`src/design/wdog_pkg.sv`:
```
// Shared constants, types and register layout of the watchdog and oscillator monitor
package wdog_pkg;

	// Register map, byte addresses on the plain register port
	localparam logic [7:0] ADDR_CTRL   = 8'hc0;
	localparam logic [7:0] ADDR_RELOAD = 8'h86;

	// Field positions inside the control/status register
	localparam int BIT_START      = 0;
	localparam int BIT_REFRESH    = 1;
	localparam int BIT_TIMER_FLAG = 2;
	localparam int BIT_OSC_FLAG   = 3;
	// Field positions inside the reload register
	localparam int BIT_PSEL       = 7;

	// Reset values
	localparam logic [7:0]  RELOAD_RST = 8'h00;
	localparam logic [7:0]  LOW_START  = 8'h00;
	localparam logic [14:0] COUNT_RST  = 15'h0000;

	// Watchdog timing
	localparam logic [14:0] WD_TRIP      = 15'h7ffc;
	localparam logic [7:0]  WD_RST_FAST  = 8'h08;
	localparam logic [7:0]  WD_RST_SLOW  = 8'h80;
	localparam logic [1:0]  REFRESH_LIFE = 2'h2;
	localparam int          PSC_SLOW     = 16;
	localparam int          PSC_W        = 4;
	localparam int          RC_DIV       = 10;
	localparam int          RC_DIV_W     = 4;

	// Oscillator monitor timing at a 4 ns system clock
	localparam int CLK_PERIOD_PS   = 4000;
	localparam int RECOVER_TIME_MS = 1;
	localparam int RECOVER_CYC     = RECOVER_TIME_MS * 1000000000 / CLK_PERIOD_PS;
	localparam int SETTLE_W        = 18;

	// Oscillator monitor states
	typedef enum logic [4:0] {
		MON_FAIL        = 5'b00001,
		MON_SETTLE      = 5'b00010,
		MON_RUN         = 5'b00100,
		MON_PDOWN       = 5'b01000,
		MON_WAKE_WAIT   = 5'b10000
	} mon_e;

	// One register-port access
	typedef struct packed {
		logic [7:0] addr;
		logic [7:0] wdata;
		logic       wr;
		logic       rd;
	} bus_req_s;

	// Whole state of the top module
	typedef struct packed {
		mon_e                mon;
		logic                wake_settle;
		logic [SETTLE_W-1:0] settle_cnt;
		logic                running;
		logic [14:0]         count;
		logic [7:0]          reload;
		logic                refresh;
		logic [1:0]          refresh_age;
		logic                timer_flag;
		logic                osc_flag;
		logic                wd_rst;
		logic [7:0]          wd_rst_cnt;
		logic [7:0]          wd_rst_len;
		logic                sys_reset;
		logic                clk_sel_rc;
		logic                osc_stop;
		logic                wake_hold;
		logic [7:0]          rdata;
	} wdog_state_s;

endpackage

```
`src/design/tick_divider.sv`:
```
// Divides a stream of single-cycle ticks by a fixed ratio
`timescale 1ns/1ps
module tick_divider #(
	parameter int DIV = 10,
	parameter int W   = 4
) (
	// Clock and reset
	input  wire logic sys_clk_i,
	input  wire logic rstn_i,
	input  wire logic clk_en_i,
	// Tick stream
	input  wire logic clr_i,
	input  wire logic tick_i,
	output logic      tick_o
);
	typedef struct packed {
		logic [W-1:0] cnt;
		logic         tick;
	} div_state_s;

	div_state_s s_r;
	div_state_s s_nxt;

	// Count input ticks, emit one output tick every DIV of them
	always_comb begin
		s_nxt      = s_r;
		s_nxt.tick = 1'b0;
		if (clr_i) begin
			s_nxt.cnt = '0;
		end else if (tick_i) begin
			if (s_r.cnt == W'(DIV - 1)) begin
				s_nxt.cnt  = '0;
				s_nxt.tick = 1'b1;
			end else begin
				s_nxt.cnt = s_r.cnt + W'(1);
			end
		end
	end

	// Frozen while the clock enable is low
	always_ff @(posedge sys_clk_i or negedge rstn_i) begin
		if (!rstn_i) begin
			s_r <= '0;
		end else if (clk_en_i) begin
			s_r <= s_nxt;
		end
	end

	assign tick_o = s_r.tick;
endmodule

```
`src/design/osc_compare.sv`:
```
// Flags a main oscillator slower than the divided RC reference
`timescale 1ns/1ps
module osc_compare (
	// Clock and reset
	input  wire logic sys_clk_i,
	input  wire logic rstn_i,
	input  wire logic clk_en_i,
	// Oscillator ticks
	input  wire logic restart_i,
	input  wire logic ref_tick_i,
	input  wire logic main_tick_i,
	output logic      fail_o
);
	typedef struct packed {
		logic seen;
		logic fail;
	} cmp_state_s;

	cmp_state_s s_r;
	cmp_state_s s_nxt;

	// No main tick during one reference period means failure
	always_comb begin
		s_nxt = s_r;
		if (restart_i) begin
			s_nxt.seen = 1'b0;
			s_nxt.fail = 1'b1;
		end else if (ref_tick_i) begin
			s_nxt.fail = !(s_r.seen || main_tick_i);
			s_nxt.seen = 1'b0;
		end else if (main_tick_i) begin
			s_nxt.seen = 1'b1;
		end
	end

	// Fail at power-on: the main oscillator has not started yet
	always_ff @(posedge sys_clk_i or negedge rstn_i) begin
		if (!rstn_i) begin
			s_r <= '{seen: 1'b0, fail: 1'b1};
		end else if (clk_en_i) begin
			s_r <= s_nxt;
		end
	end

	assign fail_o = s_r.fail;
endmodule

```
`src/design/watchdog_and_osc_monitor.sv`:
```
// Programmable watchdog timer and oscillator monitor with register port
`timescale 1ns/1ps
module watchdog_and_osc_monitor import wdog_pkg::*; #(
	parameter int RECOVER_CYCLES = wdog_pkg::RECOVER_CYC
) (
	// Clock, reset, clock enable
	input  wire logic             sys_clk_i,
	input  wire logic             rstn_i,
	input  wire logic             clk_en_i,
	// Register port
	input  wire wdog_pkg::bus_req_s bus_i,
	output logic [7:0]            rdata_o,
	// Core timing and power state
	input  wire logic             mcycle_i,
	input  wire logic             idle_i,
	input  wire logic             powerdown_i,
	input  wire logic             wake_i,
	input  wire logic             ext_reset_i,
	// Oscillator ticks
	input  wire logic             osc_tick_i,
	input  wire logic             rc_tick_i,
	// Reset and clock control
	output logic                  sys_reset_o,
	output logic                  clk_sel_rc_o,
	output logic                  osc_stop_o,
	output logic                  wake_hold_o
);
	import wdog_pkg::*;

	localparam wdog_state_s ST_RST = '{mon: MON_FAIL, sys_reset: 1'b1, clk_sel_rc: 1'b1, default: '0};

	wdog_state_s s_r;
	wdog_state_s s_nxt;
	logic        ref_tick;
	logic        osc_fail;
	logic        psc_tick;
	logic        psc_clr;
	logic        halt;
	logic        cnt_tick;
	logic        wr_ctrl;
	logic        wr_rel;
	logic        osc_rst;
	logic        mon_restart;

	// Divided RC reference and frequency check
	tick_divider #(.DIV(RC_DIV), .W(RC_DIV_W)) u_rc_div (
		.sys_clk_i (sys_clk_i),
		.rstn_i    (rstn_i),
		.clk_en_i  (clk_en_i),
		.clr_i     (mon_restart),
		.tick_i    (rc_tick_i),
		.tick_o    (ref_tick)
	);

	osc_compare u_cmp (
		.sys_clk_i   (sys_clk_i),
		.rstn_i      (rstn_i),
		.clk_en_i    (clk_en_i),
		.restart_i   (mon_restart),
		.ref_tick_i  (ref_tick),
		.main_tick_i (osc_tick_i),
		.fail_o      (osc_fail)
	);

	// Slow prescaler, counts machine cycles only while the timer advances
	tick_divider #(.DIV(PSC_SLOW), .W(PSC_W)) u_psc (
		.sys_clk_i (sys_clk_i),
		.rstn_i    (rstn_i),
		.clk_en_i  (clk_en_i),
		.clr_i     (psc_clr),
		.tick_i    (mcycle_i && s_r.running && !halt && !s_r.wd_rst),
		.tick_o    (psc_tick)
	);

	// Decodes and shared conditions
	assign wr_ctrl     = bus_i.wr && (bus_i.addr == ADDR_CTRL);
	assign wr_rel      = bus_i.wr && (bus_i.addr == ADDR_RELOAD);
	assign halt        = idle_i || powerdown_i;
	assign cnt_tick    = s_r.reload[BIT_PSEL] ? psc_tick : mcycle_i;
	assign osc_rst     = (s_r.mon == MON_FAIL) || ((s_r.mon == MON_SETTLE) && !s_r.wake_settle);
	assign mon_restart = (s_r.mon == MON_PDOWN);

	// Next state of the whole block
	always_comb begin
		s_nxt         = s_r;
		s_nxt.rdata   = 8'h00;
		psc_clr       = 1'b0;

		// Refresh request ages out on machine cycles
		if (s_r.refresh && mcycle_i) begin
			if (s_r.refresh_age == REFRESH_LIFE) begin
				s_nxt.refresh = 1'b0;
			end else begin
				s_nxt.refresh_age = s_r.refresh_age + 2'h1;
			end
		end

		// Reload value may change even while counting
		if (wr_rel) begin
			s_nxt.reload = bus_i.wdata;
		end

		// Control writes; a zero start bit never stops the timer
		if (wr_ctrl) begin
			s_nxt.timer_flag = bus_i.wdata[BIT_TIMER_FLAG];
			s_nxt.osc_flag   = bus_i.wdata[BIT_OSC_FLAG];
			if (bus_i.wdata[BIT_START] && (!s_r.running || s_r.refresh)) begin
				s_nxt.running = 1'b1;
				s_nxt.count   = {s_r.reload[6:0], LOW_START};
				s_nxt.refresh = 1'b0;
				psc_clr       = 1'b1;
			end
			if (bus_i.wdata[BIT_REFRESH]) begin
				s_nxt.refresh     = 1'b1;
				s_nxt.refresh_age = 2'h0;
			end
		end

		// Counting and time-out
		if (s_r.wd_rst) begin
			s_nxt.reload  = RELOAD_RST;
			s_nxt.count   = COUNT_RST;
			s_nxt.refresh = 1'b0;
			if (mcycle_i) begin
				if (s_r.wd_rst_cnt == s_r.wd_rst_len - 8'h01) begin
					s_nxt.wd_rst = 1'b0;
				end else begin
					s_nxt.wd_rst_cnt = s_r.wd_rst_cnt + 8'h01;
				end
			end
		end else if (s_r.running && !halt) begin
			if (s_r.count == WD_TRIP) begin
				s_nxt.wd_rst     = 1'b1;
				s_nxt.wd_rst_cnt = 8'h00;
				s_nxt.wd_rst_len = s_r.reload[BIT_PSEL] ? WD_RST_SLOW : WD_RST_FAST;
				s_nxt.timer_flag = 1'b1;
				s_nxt.running    = 1'b1;
				s_nxt.count      = COUNT_RST;
				s_nxt.reload     = RELOAD_RST;
				s_nxt.refresh    = 1'b0;
				psc_clr          = 1'b1;
			end else if (cnt_tick && !(wr_ctrl && bus_i.wdata[BIT_START])) begin
				s_nxt.count = s_r.count + 15'h0001;
			end
		end

		// External reset clears everything it owns
		if (ext_reset_i) begin
			s_nxt.running    = 1'b0;
			s_nxt.reload     = RELOAD_RST;
			s_nxt.refresh    = 1'b0;
			s_nxt.wd_rst     = 1'b0;
			s_nxt.count      = COUNT_RST;
			s_nxt.timer_flag = 1'b0;
			s_nxt.osc_flag   = 1'b0;
		end

		// Oscillator reset: timer flag kept, timer stopped, flag set (set wins)
		if (osc_rst) begin
			s_nxt.running  = 1'b0;
			s_nxt.reload   = RELOAD_RST;
			s_nxt.refresh  = 1'b0;
			s_nxt.wd_rst   = 1'b0;
			s_nxt.count    = COUNT_RST;
			s_nxt.osc_flag = 1'b1;
		end

		// Oscillator monitor sequence
		unique case (s_r.mon)
			MON_FAIL: begin
				if (!osc_fail) begin
					s_nxt.mon        = MON_SETTLE;
					s_nxt.settle_cnt = '0;
				end
			end
			MON_SETTLE: begin
				if (osc_fail) begin
					s_nxt.mon = s_r.wake_settle ? MON_WAKE_WAIT : MON_FAIL;
				end else if (s_r.settle_cnt == SETTLE_W'(RECOVER_CYCLES - 1)) begin
					s_nxt.mon         = MON_RUN;
					s_nxt.wake_settle = 1'b0;
				end else begin
					s_nxt.settle_cnt = s_r.settle_cnt + SETTLE_W'(1);
				end
			end
			MON_RUN: begin
				if (osc_fail) begin
					s_nxt.mon = MON_FAIL;
				end else if (powerdown_i) begin
					s_nxt.mon = MON_PDOWN;
				end
			end
			MON_PDOWN: begin
				if (wake_i) begin
					s_nxt.mon = MON_WAKE_WAIT;
				end
			end
			MON_WAKE_WAIT: begin
				if (!osc_fail) begin
					s_nxt.mon         = MON_SETTLE;
					s_nxt.wake_settle = 1'b1;
					s_nxt.settle_cnt  = '0;
				end
			end
		endcase

		// Registered outputs follow the next state so they change together
		s_nxt.clk_sel_rc = (s_nxt.mon != MON_RUN) && (s_nxt.mon != MON_PDOWN);
		s_nxt.osc_stop   = (s_nxt.mon == MON_PDOWN);
		s_nxt.wake_hold  = s_nxt.wake_settle || (s_nxt.mon == MON_WAKE_WAIT);
		s_nxt.sys_reset  = ext_reset_i || s_nxt.wd_rst || (s_nxt.mon == MON_FAIL)
			|| ((s_nxt.mon == MON_SETTLE) && !s_nxt.wake_settle);

		// Read data; the counter halves have no address
		if (bus_i.rd) begin
			unique case (bus_i.addr)
				ADDR_CTRL:   s_nxt.rdata = {4'h0, s_r.osc_flag, s_r.timer_flag, s_r.refresh, s_r.running};
				ADDR_RELOAD: s_nxt.rdata = s_r.reload;
				default:     s_nxt.rdata = 8'h00;
			endcase
		end
	end

	// Power-on leaves the part in reset on the RC clock
	always_ff @(posedge sys_clk_i or negedge rstn_i) begin
		if (!rstn_i) begin
			s_r <= ST_RST;
		end else if (clk_en_i) begin
			s_r <= s_nxt;
		end
	end

	assign rdata_o      = s_r.rdata;
	assign sys_reset_o  = s_r.sys_reset;
	assign clk_sel_rc_o = s_r.clk_sel_rc;
	assign osc_stop_o   = s_r.osc_stop;
	assign wake_hold_o  = s_r.wake_hold;
endmodule

```
`config.mk`:
```
export PLATFORM = sky130hd
export DESIGN_NAME = watchdog_and_osc_monitor
export DESIGN_NICKNAME = d
export VERILOG_FILES = /design/src/design/wdog_pkg.sv /design/src/design/tick_divider.sv /design/src/design/osc_compare.sv /design/src/design/watchdog_and_osc_monitor.sv
export SDC_FILE = /design/constraint.sdc
export NUM_CORES = 1
export LEC_CHECK = 0
export BUFFER_PORTS_ARGS = -buffer_cell sky130_fd_sc_hd__buf_2
export CAP_MARGIN = 10
export CORE_AREA = 2 2 106 108
export CTS_CLUSTER_DIAMETER = 120
export DETAILED_ROUTE_END_ITERATION = 8
export DIE_AREA = 0 0 108 110
export PLACE_DENSITY_LB_ADDON = 0.08
export SYNTH_ARGS = -nofsm -noshare
export SYNTH_HDL_FRONTEND = slang
export SYNTH_SLANG_ARGS = --single-unit
```
`constraint.sdc`:
```
create_clock -name sys_clk_i -period 2.18 [get_ports sys_clk_i]
set_input_delay 0.109 -clock sys_clk_i [delete_from_list [all_inputs] [get_ports sys_clk_i]]
set_output_delay 0.109 -clock sys_clk_i [all_outputs]
set_load 0.1 [all_outputs]
```
Word level (Yosys, flattened, before mapping)
Cells that the tools add are included.
{"block": "word_totals", "reg_bits": 94, "input_bits": 28}
{"block": "classes", "add_sub_neg": 7, "n_eq_ne": 25, "muxes": 66, "n_bitwise": 1, "n_reduce_logical": 44}
{"operator": "$mux 25", "n": 3}
{"operator": "$pmux 18 s3", "n": 1}
{"operator": "$mux 24", "n": 2}
{"operator": "$mux 5", "n": 9}
{"operator": "$mux 18", "n": 2}
{"operator": "$mux 17", "n": 2}
{"operator": "$mux 16", "n": 2}
{"operator": "$mux 8", "n": 4}
{"operator": "$mux 15", "n": 2}
{"operator": "$mux 9", "n": 3}
{"operator": "$pmux 5 s5", "n": 1}
{"operator": "$mux 1", "n": 21}
{"operator": "$mux 19", "n": 1}
{"operator": "$add 18x1->18 const B", "n": 1}
{"operator": "$eq 18x18->1 const B", "n": 1}
{"operator": "$eq 8x8->1 const B", "n": 2}
{"operator": "$mux 4", "n": 4}
{"operator": "$pmux 8 s2", "n": 1}
{"operator": "$add 15x1->15 const B", "n": 1}
{"operator": "$eq 15x15->1 const B", "n": 1}
{"operator": "$logic_and 1x1->1", "n": 13}
{"operator": "$ne 2x2->1 const B", "n": 6}
{"operator": "$eq 5x1->1 const B", "n": 2}
{"operator": "$eq 5x2->1 const B", "n": 2}
{"operator": "other kinds (25)", "n": 56}

Logic depth before layout (Yosys ltp)
Gate-level depths: netlist (run 1).
{"block": "logic_depth", "ltp_word": 14, "mapped_depth": 9, "mapped_depth_nobuf": 8}

Modules after synthesis
Synthesis (run 1) repeated with hierarchy kept, for this count alone.
{"block": "hier_totals", "cells_unflattened": 609, "hier_area_um2": 5605.4}
{"module": "watchdog_and_osc_monitor", "instances": 1, "cells_each": 539, "area_each_um2": 4928.5, "seq_area_each_um2": 1905.6}
{"module": "tick_divider at u_psc", "instances": 1, "cells_each": 33, "area_each_um2": 297.8, "seq_area_each_um2": 125.1}
{"module": "tick_divider at u_rc_div", "instances": 1, "cells_each": 29, "area_each_um2": 294.0, "seq_area_each_um2": 125.1}
{"module": "osc_compare", "instances": 1, "cells_each": 8, "area_each_um2": 85.1, "seq_area_each_um2": 51.3}

Worst setup path after synthesis (run 1)
OpenSTA, ideal clock, no wires.
{"block": "synth_timing", "path_type": "register to register", "startpoint": "register s_r[77] in the netlist's numbering", "endpoint": "register s_r[46] in the netlist's numbering", "setup_time_ns": 0.095, "t_arrival_ns": 2.031, "required_ns": 2.085, "slack_ns": 0.054, "stages_incl_launch_ff": 8, "n_path_buf": 1, "cell_sequence": "dfstp_2 > buf_2 > nor3b_1 > o21ai_0 > o211ai_1 > nor2_2 > nand2_1 > o31ai_1"}
{"block": "synth_between", "elab_chain_len": 4, "elab_cells_between_ends": 5, "cone_classes": "eq/ne: 2; mux: 1; reduce/logical: 2"}
{"element": "start, declared", "line": "watchdog_and_osc_monitor.sv:32", "rtl": "wdog_state_s s_r;"}
{"element": "start signal, assigned", "line": "watchdog_and_osc_monitor.sv:229", "rtl": "s_r <= s_nxt;"}
{"element": "$eq 5x2->1", "line": "watchdog_and_osc_monitor.sv:80", "rtl": "assign osc_rst = (s_r.mon == MON_FAIL) || ((s_r.mon == MON_SETTLE) && !s_r.wake_settle);"}
{"element": "$logic_and 1x1->1", "line": "watchdog_and_osc_monitor.sv:80"}
{"element": "$logic_or 1x1->1 (*)", "line": "watchdog_and_osc_monitor.sv:80"}
{"element": "$mux 25 (*)", "line": "watchdog_and_osc_monitor.sv:159", "rtl": "if (osc_rst) begin"}
Mark *: on every way between the ends. The rest lies on a longest branch, timed or not.
A chain may end at the register's enable or synchronous reset.

Final worst setup path (run 1)
{"block": "layout_timing", "startpoint": "register s_r[79] in the netlist's numbering", "endpoint": "register s_r[69] in the netlist's numbering"}
{"block": "layout_between", "elab_chain_len": 3, "elab_cells_between_ends": 10, "cone_classes": "eq/ne: 7; mux: 1; reduce/logical: 2"}
{"element": "$eq 5x5->1 (tied with other cells)", "line": "watchdog_and_osc_monitor.sv:169", "rtl": "unique case (s_r.mon)"}
{"element": "$ne 2x2->1 (no source line) or $reduce_bool 3->1 (tied branches)"}
{"element": "$reduce_and 6->1 (no source line)"}
Several ways; a longest one is shown, not always the timed one.

==> impl_metrics.csv, run 1 <==
group,metric,value,unit
outcome,status,"finished, final reports clean",
worst_setup_path,reg2reg_slack,0.14,ns
worst_setup_path,crit_family,"simple AND/OR/NAND/NOR gates",
worst_setup_path,setup.worst_path.start,"s_r[79]$_DFFE_PN0P_",
drt,first_iter_violations,244,
sta,maxSlewViolCount,0,
worst_setup_path,r2r_end,"s_r[69]$_DFFE_PN0P_",
worst_setup_path,cp_common_cell,"nand2_1",
clock_tree,cts_setup_buffers,0,
worst_setup_path,cp.required,2.49,ns
synth,synth.distinct_cells,64,
placed_design,port_buffers,39,
drt,drt_first_pass_iters,4,
worst_setup_path,cp-start-kind,"flip-flop",
worst_setup_path,worstPathMaxFanout,5,
clock_tree,tritoncts,"yes",
die,row_count,38,
sta,rsz0062_at_grt,"true",
drt,vias,4637,
worst_setup_path,critPathBufInv,0,
sta,hold_viol,0,
synth,syn_area,5200,um2
layout,multiInputGateArea,2760,um2
die,ios,40,
clock_tree,clock_path_buffers,2,
layout,area_growth,15.4,%
sta,slew_headroom,64.9,%
clock_tree,numClockSinks,88,
clock_tree,clkTransAtPathRegs,0.09,ns
global_route,grt_pass1_wl,21900,um
placed_design,dp_hpwl,9360,um
sta,timing.fmax,491,MHz
layout,diodes,0,
synth,synth_top_flop_cell,"dfrtp_1",
die,dieWidth,108,um
sta,whs,0.0267,ns
worst_setup_path,cp.arrival,2.35,ns
worst_setup_path,rr_startpoint,"s_r[79]$_DFFE_PN0P_",
global_route,overflow,0,
synth,synth_edf_count,0,
sta,worst_pin_slew,0.521,ns
die,core_area,10700,um2
synth,ys_warn_count,0,
run,max_cap_violations,0,
synth,syn_nets,629,
layout,register_area,2210,um2
synth,async_flop_share,100,%
worst_setup_path,endpoint_kind,"flip-flop",
sta,setup_viol,0,
drt,wl_per_cell,16.3,um
clock_tree,h-tree-depth,3,
worst_setup_path,cp-endpoint,"s_r[69]$_DFFE_PN0P_",
pwr,peakVddDrop,0.795,mV
synth,synth.avg_cell_area,8.79,um2
clock_tree,numCtsBuffers,9,
global_route,antenna_found_initial,0,
worst_hold_path,hold_path.class,"in -> reg",
layout,nFillCells,948,
placed_design,dp_cells,776,
die,die_area,11900,um2
placed_design,gp_congestion,0.887,
synth,synth-seq-cells,88,
clock_tree,clock_latency,0.38,ns
global_route,grt_pass1_vias,4464,
synth,synth-seq-area-share,42.4,%
pwr,p_leak,0.00262,uW
sta,finalCritPeriodShare,93.5,%
layout,nets,692,
worst_setup_path,worstRegToRegCells,6,
sta,finalCriticalPeriod,2.04,ns
worst_setup_path,cp_slowest_cell,"or4_1",
global_route,grt_util_all_layers,23.7,%
die,start_util,48.7,%
worst_setup_path,crit_path_max_incr_delay,0.51,ns
synth,netlist_instances,592,
drt,wl,13100,um
global_route,grt_max_degree,46,
layout,layout-drive-gt1-share,17.3,%
sta,finClkSkew,0.0113,ns
layout,finalNonFillerCells,800,
worst_setup_path,path_class,"reg -> reg",
worst_setup_path,worstPathCellList,"nor3_2, nand2_1, nor3_4, o21ai_1, or4_1, nand2_1",
pwr,p_per_area,719,nW/um2
worst_setup_path,cp_num_cells,6,
clock_tree,cts-root-buf,"clkbuf_8",
die,fp.dieH,110,um
drt,detail-route-antenna-nets,0,
drt,viasPerCell,5.80,
drt,drc,0,
layout,final_util,56.2,%
## worst min-delay path: stages
cell,delay [ns]
buf_2,0.10
mux2i_1,0.07
nor2_1,0.09
## timing repair
item	4_1_cts	5_1_grt
endpoints found under the setup margin	0	11
hold buffers	8	0
gates resized for setup	0	6
endpoints found under the hold margin	91	0
## registers in the layout (all words and copies together) (netlist names)
| signal | count |
|---|---|
| s_r | 64 |
| u_cmp.fail_o | 1 |
| u_rc_div.tick_o | 1 |
| clk_sel_rc_o | 1 |
| u_cmp.s_r | 1 |
| rdata_o | 8 |
| u_rc_div.s_r | 4 |
| sys_reset_o | 1 |
| wake_hold_o | 1 |
| u_psc.tick_o | 1 |
| osc_stop_o | 1 |
| u_psc.s_r | 4 |
## how the worst min path moves through the flow
stage	from	slack, ns	to	depth (start not counted)
2_1_floorplan	rstn_i	-0.19	osc_stop_o$_DFFE_PN0P_	0
3_3_place_gp	rstn_i	-0.03	rdata_o[1]$_DFFE_PN0P_	1
3_5_place_dp	rstn_i	-0.03	rdata_o[1]$_DFFE_PN0P_	1
4_1_cts	bus_i[5]	0.008	s_r[37]$_DFFE_PN0P_	3
5_1_grt	bus_i[4]	0.03	s_r[36]$_DFFE_PN0P_	3
6_report	bus_i[5]	0.03	s_r[37]$_DFFE_PN0P_	3
## routing by layer
metal | vias to the layer above | track usage (%) | part of all wire [%]
met2 | 102 | 38.1 | 47
met3 | 20 | 4.53 | 4.2
li1 | 2289 | - | -
met4 | 0 | 9.62 | 1.9
met5 | - | 0 | 0
met1 | 2226 | 31.7 | 47
## logic make-up (layout without fill, tap and decap cells)
kind of cell               Yosys count  in the layout  share of synthesized area [%]
AOI/OAI and AO/OA                  169            169                           21.3
xor gates and xnor gates            12             12                           2.02
adders and majority gates            9              9                           2.16
buffers and inverters               54            122                           4.90
DFF                                 88             88                           42.4
muxes                               16             16                           3.15
and+or+nand+nor                    244            244                           24.1
## synthesized netlist by cell type (4+ instances only)
library cell | n | area, um2
nor3_1 | 10 | 50.1
inv_1 | 19 | 71.3
nor2_1 | 54 | 203
nand2b_1 | 15 | 93.8
ha_1 | 9 | 113
nand3_1 | 22 | 110
or4_1 | 4 | 30.0
nand2_1 | 67 | 251
o31ai_1 | 17 | 128
a22oi_1 | 8 | 60.1
dfrtp_1 | 84 | 2100
mux2i_1 | 13 | 130
nand3b_1 | 4 | 30.0
o21ai_0 | 53 | 265
buf_1 | 4 | 15.0
xnor2_1 | 5 | 43.8
or2_2 | 4 | 25.0
xor2_1 | 7 | 61.3
nor4b_1 | 4 | 35.0
buf_2 | 6 | 30.0
o2bb2ai_1 | 8 | 70.1
and3_1 | 16 | 100
nand4_1 | 10 | 62.6
nor3b_1 | 4 | 30.0
o22ai_1 | 6 | 37.5
clkbuf_1 | 15 | 56.3
a22o_1 | 5 | 43.8
buf_4 | 9 | 67.6
dfstp_2 | 4 | 105
or3_1 | 5 | 31.3
nor2b_1 | 6 | 37.5
a21oi_1 | 22 | 110
a31oi_1 | 14 | 87.6
nor4_1 | 4 | 25.0
and2_1 | 7 | 43.8
## layout make-up
cell class | instances | share of cell area [%]
Inverter | 19 | 1.19
Clock buffer | 13 | 2.31
Multi-Input combinational cell | 450 | 45.9
Sequential cell | 88 | 36.7
Timing Repair Buffer | 87 | 10.2
Tap cell | 140 | 2.92
Clock inverter | 3 | 0.708
## through the flow
step                      cell area (um2)  TNS [ns]  setup slack [ns]  power [uW]
final                                6010         0             0.142        4320
after global routing                 6010  -0.00523          -0.00523        4590
after CTS                            5990         0            0.0824        4340
after detailed placement             5730         0           0.00254        3190
after global placement               5730         0            0.0542        3170
after floorplan                      5200         0            0.0535        2780
## power breakdown
group / leakage [uW] / total, uW / internal [uW] / switching, uW
Combinational: 0.00135 / 1220 / 470 / 752
Sequential: 0.00118 / 1960 / 1780 / 178
Clock: 0.0000876 / 1140 / 531 / 609
## cells in the final DEF, fill, tap and decap left out, types with 5 or more instances in the layout
cell type and count:
nor2b_1 6, a21oi_1 21, nand2_1 67, xnor2_1 5
clkbuf_8 9, nand4_1 10, xor2_1 7, buf_4 38
nor3_1 10, dlygate4sd3_1 8, inv_1 19, ha_1 9
or3_1 5, o22ai_1 6, and2_1 6, mux2i_1 13
o21ai_0 51, o2bb2ai_1 8, nor2_1 54, o31ai_1 16
nand3_1 22, nand2b_1 15, dfrtp_1 84, buf_2 38
a22o_1 5, and3_1 16, a31oi_1 14, a22oi_1 8
Note: power is estimated with default switching activity, not from simulation.
==> run 2: changes to the inputs <==
==> constraint.sdc (replaced) <==
create_clock -name sys_clk_i -period 2 [get_ports sys_clk_i]
set_input_delay 0.1 -clock sys_clk_i [delete_from_list [all_inputs] [get_ports sys_clk_i]]
set_output_delay 0.1 -clock sys_clk_i [all_outputs]
set_load 0.1 [all_outputs]
==> impl_metrics.csv, run 2 (synthesized netlist as in run 1, its figures left out) <==
group,metric,value,unit
sta,finalCriticalPeriod,1.97,ns
layout,multiInputGateArea,2850,um2
layout,register_area,2210,um2
pwr,peakVddDrop,0.768,mV
worst_hold_path,holdPathEnd,"s_r[41]$_DFFE_PN0P_",
run,max_cap_violations,0,
worst_setup_path,cp.required,2.25,ns
die,core_area,10700,um2
clock_tree,h-tree-depth,3,
worst_setup_path,cp.arrival,2.22,ns
sta,slew_headroom,66.9,%
global_route,antenna_found_initial,0,
drt,viasPerCell,5.86,
layout,final_area,6450,um2
sta,finClkSkew,0.0131,ns
sta,setup_tns,0,ns
global_route,grt_most_used_layer,"met2",
clock_tree,numClockSinks,88,
clock_tree,clkTransAtPathRegs,0.09,ns
global_route,met2_usage,39.6,%
worst_hold_path,whs_path_depth,3,
clock_tree,cts-root-buf,"clkbuf_8",
global_route,use_met3,3.94,%
worst_setup_path,path_class,"reg -> reg",
die,start_util,48.7,%
worst_setup_path,worstPathMaxFanout,7,
layout,final_common_cell,"dfrtp_1",
layout,final_util,60.3,%
drt,drc,0,
layout,nets,735,
pwr,p_per_area,771,nW/um2
drt,vias,4936,
sta,setup_viol,0,
layout,largest_reg_flops,64,
placed_design,gp_congestion,0.899,
pwr,p_leak,0.00286,uW
worst_hold_path,hold_path.class,"in -> reg",
worst_setup_path,worstRegToRegCells,6,
sta,worst_pin_slew,0.500,ns
die,ios,40,
worst_setup_path,cp-start-kind,"flip-flop",
drt,detail-route-antenna-nets,0,
worst_setup_path,rr_startpoint,"s_r[41]$_DFFE_PN0P_",
drt,wl_per_cell,16.5,um
die,dieWidth,108,um
sta,finalCritPeriodShare,98.4,%
global_route,overflow,0,
placed_design,port_buffers,39,
sta,timing.fmax,508,MHz
layout,area_growth,23.8,%
placed_design,post_dp_cell_area,5980,um2
layout,nFillCells,957,
worst_hold_path,min-delay-start,"bus_i[9]",
clock_tree,clock_latency,0.37,ns
global_route,grt_util_met1,32.8,%
placed_design,dp_cells,808,
layout,top_register,"s_r",
outcome,status,"finished, final reports clean",
sta,hold_viol,0,
clock_tree,clock_path_buffers,2,
global_route,grt_max_degree,37,
layout,diodes,0,
worst_setup_path,reg2reg_slack,0.03,ns
global_route,grt_pass1_vias,4691,
drt,first_iter_violations,302,
worst_setup_path,setup.worst_path.start,"s_r[41]$_DFFE_PN0P_",
worst_setup_path,endpoint_kind,"flip-flop",
global_route,grt_util_all_layers,24.4,%
global_route,grt_pass1_wl,22800,um
layout,layout-drive-gt1-share,26.2,%
clock_tree,tritoncts,"yes",
die,die_area,11900,um2
placed_design,dp_hpwl,10100,um
drt,wl,13900,um
clock_tree,numCtsBuffers,9,
sta,rsz0062_at_grt,"true",
drt,drt_first_pass_iters,5,
die,fp.dieH,110,um
sta,maxSlewViolCount,0,
die,row_count,38,
layout,layout_common_cells,"82 x dfrtp_1, 81 x buf_4, 67 x nand2_1",
layout,finalNonFillerCells,843,
worst_setup_path,r2r_end,"s_r[48]$_DFFE_PN0P_",
-- run 2: changes by cell type in the layout (fill, tap and decap cells not counted), moves of 3 or more --
cell / change
o21ai_0: -4
nor2_2: +3
buf_4: +43
o21ai_2: +4
nor2_1: -3
-- run 2: how the worst max path moves through the flow --
stage | endpoint | slack, ns | cells past startpoint
floorplan | s_r[53]$_DFFE_PN0P_ | -0.08 | 7
global placement | s_r[49]$_DFFE_PN0P_ | -0.05 | 8
detailed placement | s_r[46]$_DFFE_PN0P_ | -0.11 | 7
CTS | sys_reset_o$_DFFE_PN1P_ | 0.006 | 7
global route | s_r[48]$_DFFE_PN0P_ | -0.02 | 6
finish | s_r[48]$_DFFE_PN0P_ | 0.03 | 6
-- run 2: where the power goes --
| group | switching, uW | internal [uW] | total, uW | leakage [uW] |
|---|---|---|---|---|
| Combinational | 934 | 650 | 1580 | 0.00159 |
| Clock | 675 | 616 | 1290 | 0.0000970 |
| Sequential | 147 | 1940 | 2090 | 0.00118 |
-- run 2: critical path, stage by stage, from the launching register on --
cell and delay, ns:
dfrtp_1 0.42, mux2_2 0.24, nand2_1 0.12, a31o_4 0.28, or4_1 0.50, a31oi_1 0.20
o31ai_1 0.09
-- run 2: layout make-up --
type	instances	area share, %
multi-input cells	450	44.3
flip-flops and latches	88	34.3
repair buffers	130	14.6
well taps	140	2.72
clock buffers	12	2.25
inverters	19	1.11
clock inverters	4	0.796
-- run 2: routing by layer --
metal / share of wire, % / vias up
li1: - / 2377
met1: 44 / 2386
met2: 49 / 151
met3: 5.3 / 22
met4: 2.0 / 0
met5: 0 / -
-- run 2: through the flow --
stage               power (uW)  setup WS, ns  hold slack, ns
global placement          3570       -0.0519          0.0702
global route              5240       -0.0234          0.0207
detailed placement        3580        -0.108          0.0694
finish                    4970        0.0322          0.0137
floorplan                 3030       -0.0840          -0.196
CTS                       4890       0.00626         0.00842
-- run 2: timing repair --
item | in CTS | in global routing
hold endpoints to repair | 34 | 0
pin swaps | 0 | 12
buffers inserted | 0 | 13
hold buffers | 6 | 0
endpoints found under the setup margin | 7 | 39
gates resized for setup | 6 | 28
==> run 3: changes to the inputs <==
--- a/config.mk
+++ b/config.mk
@@ -7,10 +7,12 @@
 export LEC_CHECK = 0
 export BUFFER_PORTS_ARGS = -buffer_cell sky130_fd_sc_hd__buf_2
 export CAP_MARGIN = 10
-export CORE_AREA = 2 2 106 108
+export CELL_PAD_IN_SITES_DETAIL_PLACEMENT = 1
+export CELL_PAD_IN_SITES_GLOBAL_PLACEMENT = 1
+export CORE_AREA = 2 2 110 112
 export CTS_CLUSTER_DIAMETER = 120
 export DETAILED_ROUTE_END_ITERATION = 8
-export DIE_AREA = 0 0 108 110
+export DIE_AREA = 0 0 112 114
 export PLACE_DENSITY_LB_ADDON = 0.08
 export SYNTH_ARGS = -nofsm -noshare
 export SYNTH_HDL_FRONTEND = slang
==> impl_metrics.csv, run 3 (synthesized netlist as in run 1, its figures left out) <==
group,metric,value,unit
die,row_count,40,
global_route,overflow,0,
drt,met3_length,498,um
layout,finalNonFillerCells,859,
drt,first_iter_violations,140,
die,dieWidth,112,um
clock_tree,clock_latency,0.35,ns
pwr,p_per_area,832,nW/um2
drt,drt_first_pass_iters,4,
drt,wl_per_cell,19.0,um
layout,layout_common_cells,"88 x buf_4, 82 x dfrtp_1, 65 x nand2_1",
drt,m1WireLength,7210,um
drt,drc,0,
layout,area_growth,30.0,%
drt,wl_met2,8210,um
drt,highest_layer,"met4",
clock_tree,clock_path_buffers,2,
worst_setup_path,worstPathCellList,"or3_4, or4_4, o21ai_4, nor3_4, o21ai_2, o21ai_1",
sta,maxSlewViolCount,0,
worst_setup_path,worstPathMaxFanout,3,
layout,final_common_cell,"buf_4",
worst_setup_path,cp_slowest_cell,"or4_4",
outcome,violations,"negative setup slack",
layout,nFillCells,1371,
sta,setup_viol,2,
worst_hold_path,hold_path.class,"in -> reg",
pwr,power.total,5630,uW
worst_setup_path,endpoint_kind,"flip-flop",
drt,wl,16300,um
sta,finClkSkew,0.00447,ns
drt,viasPerCell,5.83,
sta,fin_ws,-0.0599,ns
die,die_area,12800,um2
worst_setup_path,critPathBufInv,0,
global_route,grt_max_degree,57,
worst_setup_path,cp.required,2.23,ns
placed_design,port_buffers,39,
sta,hold_viol,0,
global_route,antenna_found_initial,0,
clock_tree,tritoncts,"yes",
worst_setup_path,cp-start-kind,"flip-flop",
drt,vias,5008,
sta,worst_pin_slew,0.497,ns
global_route,grt_pass1_vias,5265,
layout,nets,744,
sta,whs,0.0117,ns
worst_setup_path,crit_path_max_incr_delay,0.57,ns
sta,timing.fmax,485,MHz
layout,register_area,2210,um2
pwr,p_leak,0.00299,uW
global_route,grt_util_all_layers,25.9,%
placed_design,dp_hpwl,11500,um
sta,finalCritPeriodShare,103,%
global_route,grt_pass1_wl,26500,um
worst_setup_path,crit_family,"simple AND/OR/NAND/NOR gates",
placed_design,dp_slack,-0.180,ns
layout,layout-drive-gt1-share,29.9,%
run,max_cap_violations,0,
layout,diodes,0,
layout,top_register,"s_r",
drt,detail-route-antenna-nets,0,
clock_tree,h-tree-depth,3,
die,start_util,44.4,%
sta,setup_tns,-0.0919,ns
die,core_area,11700,um2
clock_tree,numClockSinks,88,
worst_setup_path,cp.arrival,2.29,ns
die,ios,40,
sta,rsz0062_at_grt,"true",
clock_tree,clkTransAtPathRegs,0.06,ns
layout,multiInputGateArea,3000,um2
sta,slew_headroom,67.1,%
clock_tree,cts-root-buf,"clkbuf_16",
clock_tree,numCtsBuffers,9,
placed_design,gp_congestion,0.934,
placed_design,dp_cells,825,
outcome,status,"finished, violations left",
layout,largest_reg_flops,64,
worst_setup_path,path_class,"reg -> reg",
sta,finalCriticalPeriod,2.06,ns
die,fp.dieH,114,um
pwr,peakVddDrop,0.691,mV
-- run 3: changes by cell type in the layout (fill, tap and decap cells not counted), moves of 3 or more --
cell / previous run / this run
buf_4: 81 / 88
o21ai_1: 4 / 19
or4_1: 4 / 1
dlygate4sd3_1: 6 / 2
o21ai_0: 47 / 29
clkbuf_16: 0 / 9
or4_4: 0 / 3
clkbuf_8: 10 / 3
-- run 3: area by class of cell --
cell class	count	area share, %
clock inverter	3	0.222
clock buffer	13	3.99
multi-input combinational	451	44.3
sequential	88	32.7
timing repair buffer	138	15.0
inverter	19	1.05
tap	147	2.72
-- run 3: worst reg2reg max path, cell delays in order, from the launching register on --
cell and delay (ns):
dfrtp_1 0.41, or3_4 0.38, or4_4 0.57, o21ai_4 0.22, nor3_4 0.06, o21ai_2 0.21
o21ai_1 0.09
-- run 3: report_power, final --
group	switching, uW	internal [uW]	leakage (uW)
sequential	175	1950	0.00118
combinational	1080	784	0.00167
clock	702	938	0.000145
total	1960	3670	0.00299
-- run 3: path summary, 6_finish.rpt --
check | startpoint | endpoint | slack [ns] | depth (start not counted)
max | s_r[78]$_DFFE_PN0P_ | wake_hold_o$_DFFE_PN0P_ | -0.06 | 6
min | bus_i[7] | s_r[39]$_DFFE_PN0P_ | 0.01 | 3
max reg2reg | s_r[78]$_DFFE_PN0P_ | wake_hold_o$_DFFE_PN0P_ | -0.06 | 6
min reg2reg | rdata_o[0]$_DFFE_PN0P_ | rdata_o[0]$_DFFE_PN0P_ | 0.48 | 1
max in group asynchronous | rstn_i | s_r[27]$_DFFE_PN0P_ | 1.16 | 3
min in group asynchronous | rstn_i | rdata_o[2]$_DFFE_PN0P_ | 0.20 | 2
-- run 3: routing by layer --
| metal | GRT usage, % | vias to the layer above |
|---|---|---|
| li1 | - | 2392 |
| met1 | 32.9 | 2501 |
| met2 | 45.2 | 90 |
| met3 | 3.40 | 25 |
| met4 | 10.4 | 0 |
| met5 | 0 | - |
-- run 3: metrics by stage --
stage	util [%]	cell area, um2
6_report	57.8	6770
5_1_grt	57.8	6770
4_1_cts	54.9	6430
3_5_place_dp	51.9	6080
3_3_place_gp	51.9	6080
2_1_floorplan	-	5220
-- run 3: repair_timing --
| item | 4_1_cts | 5_1_grt |
|---|---|---|
| setup buffers | 2 | 12 |
| gates cloned | 0 | 2 |
| pin swaps | 5 | 15 |
| hold buffers | 2 | 0 |
| setup endpoints to repair | 23 | 39 |
| endpoints found under the hold margin | 25 | 0 |
| gates resized for setup | 12 | 69 |
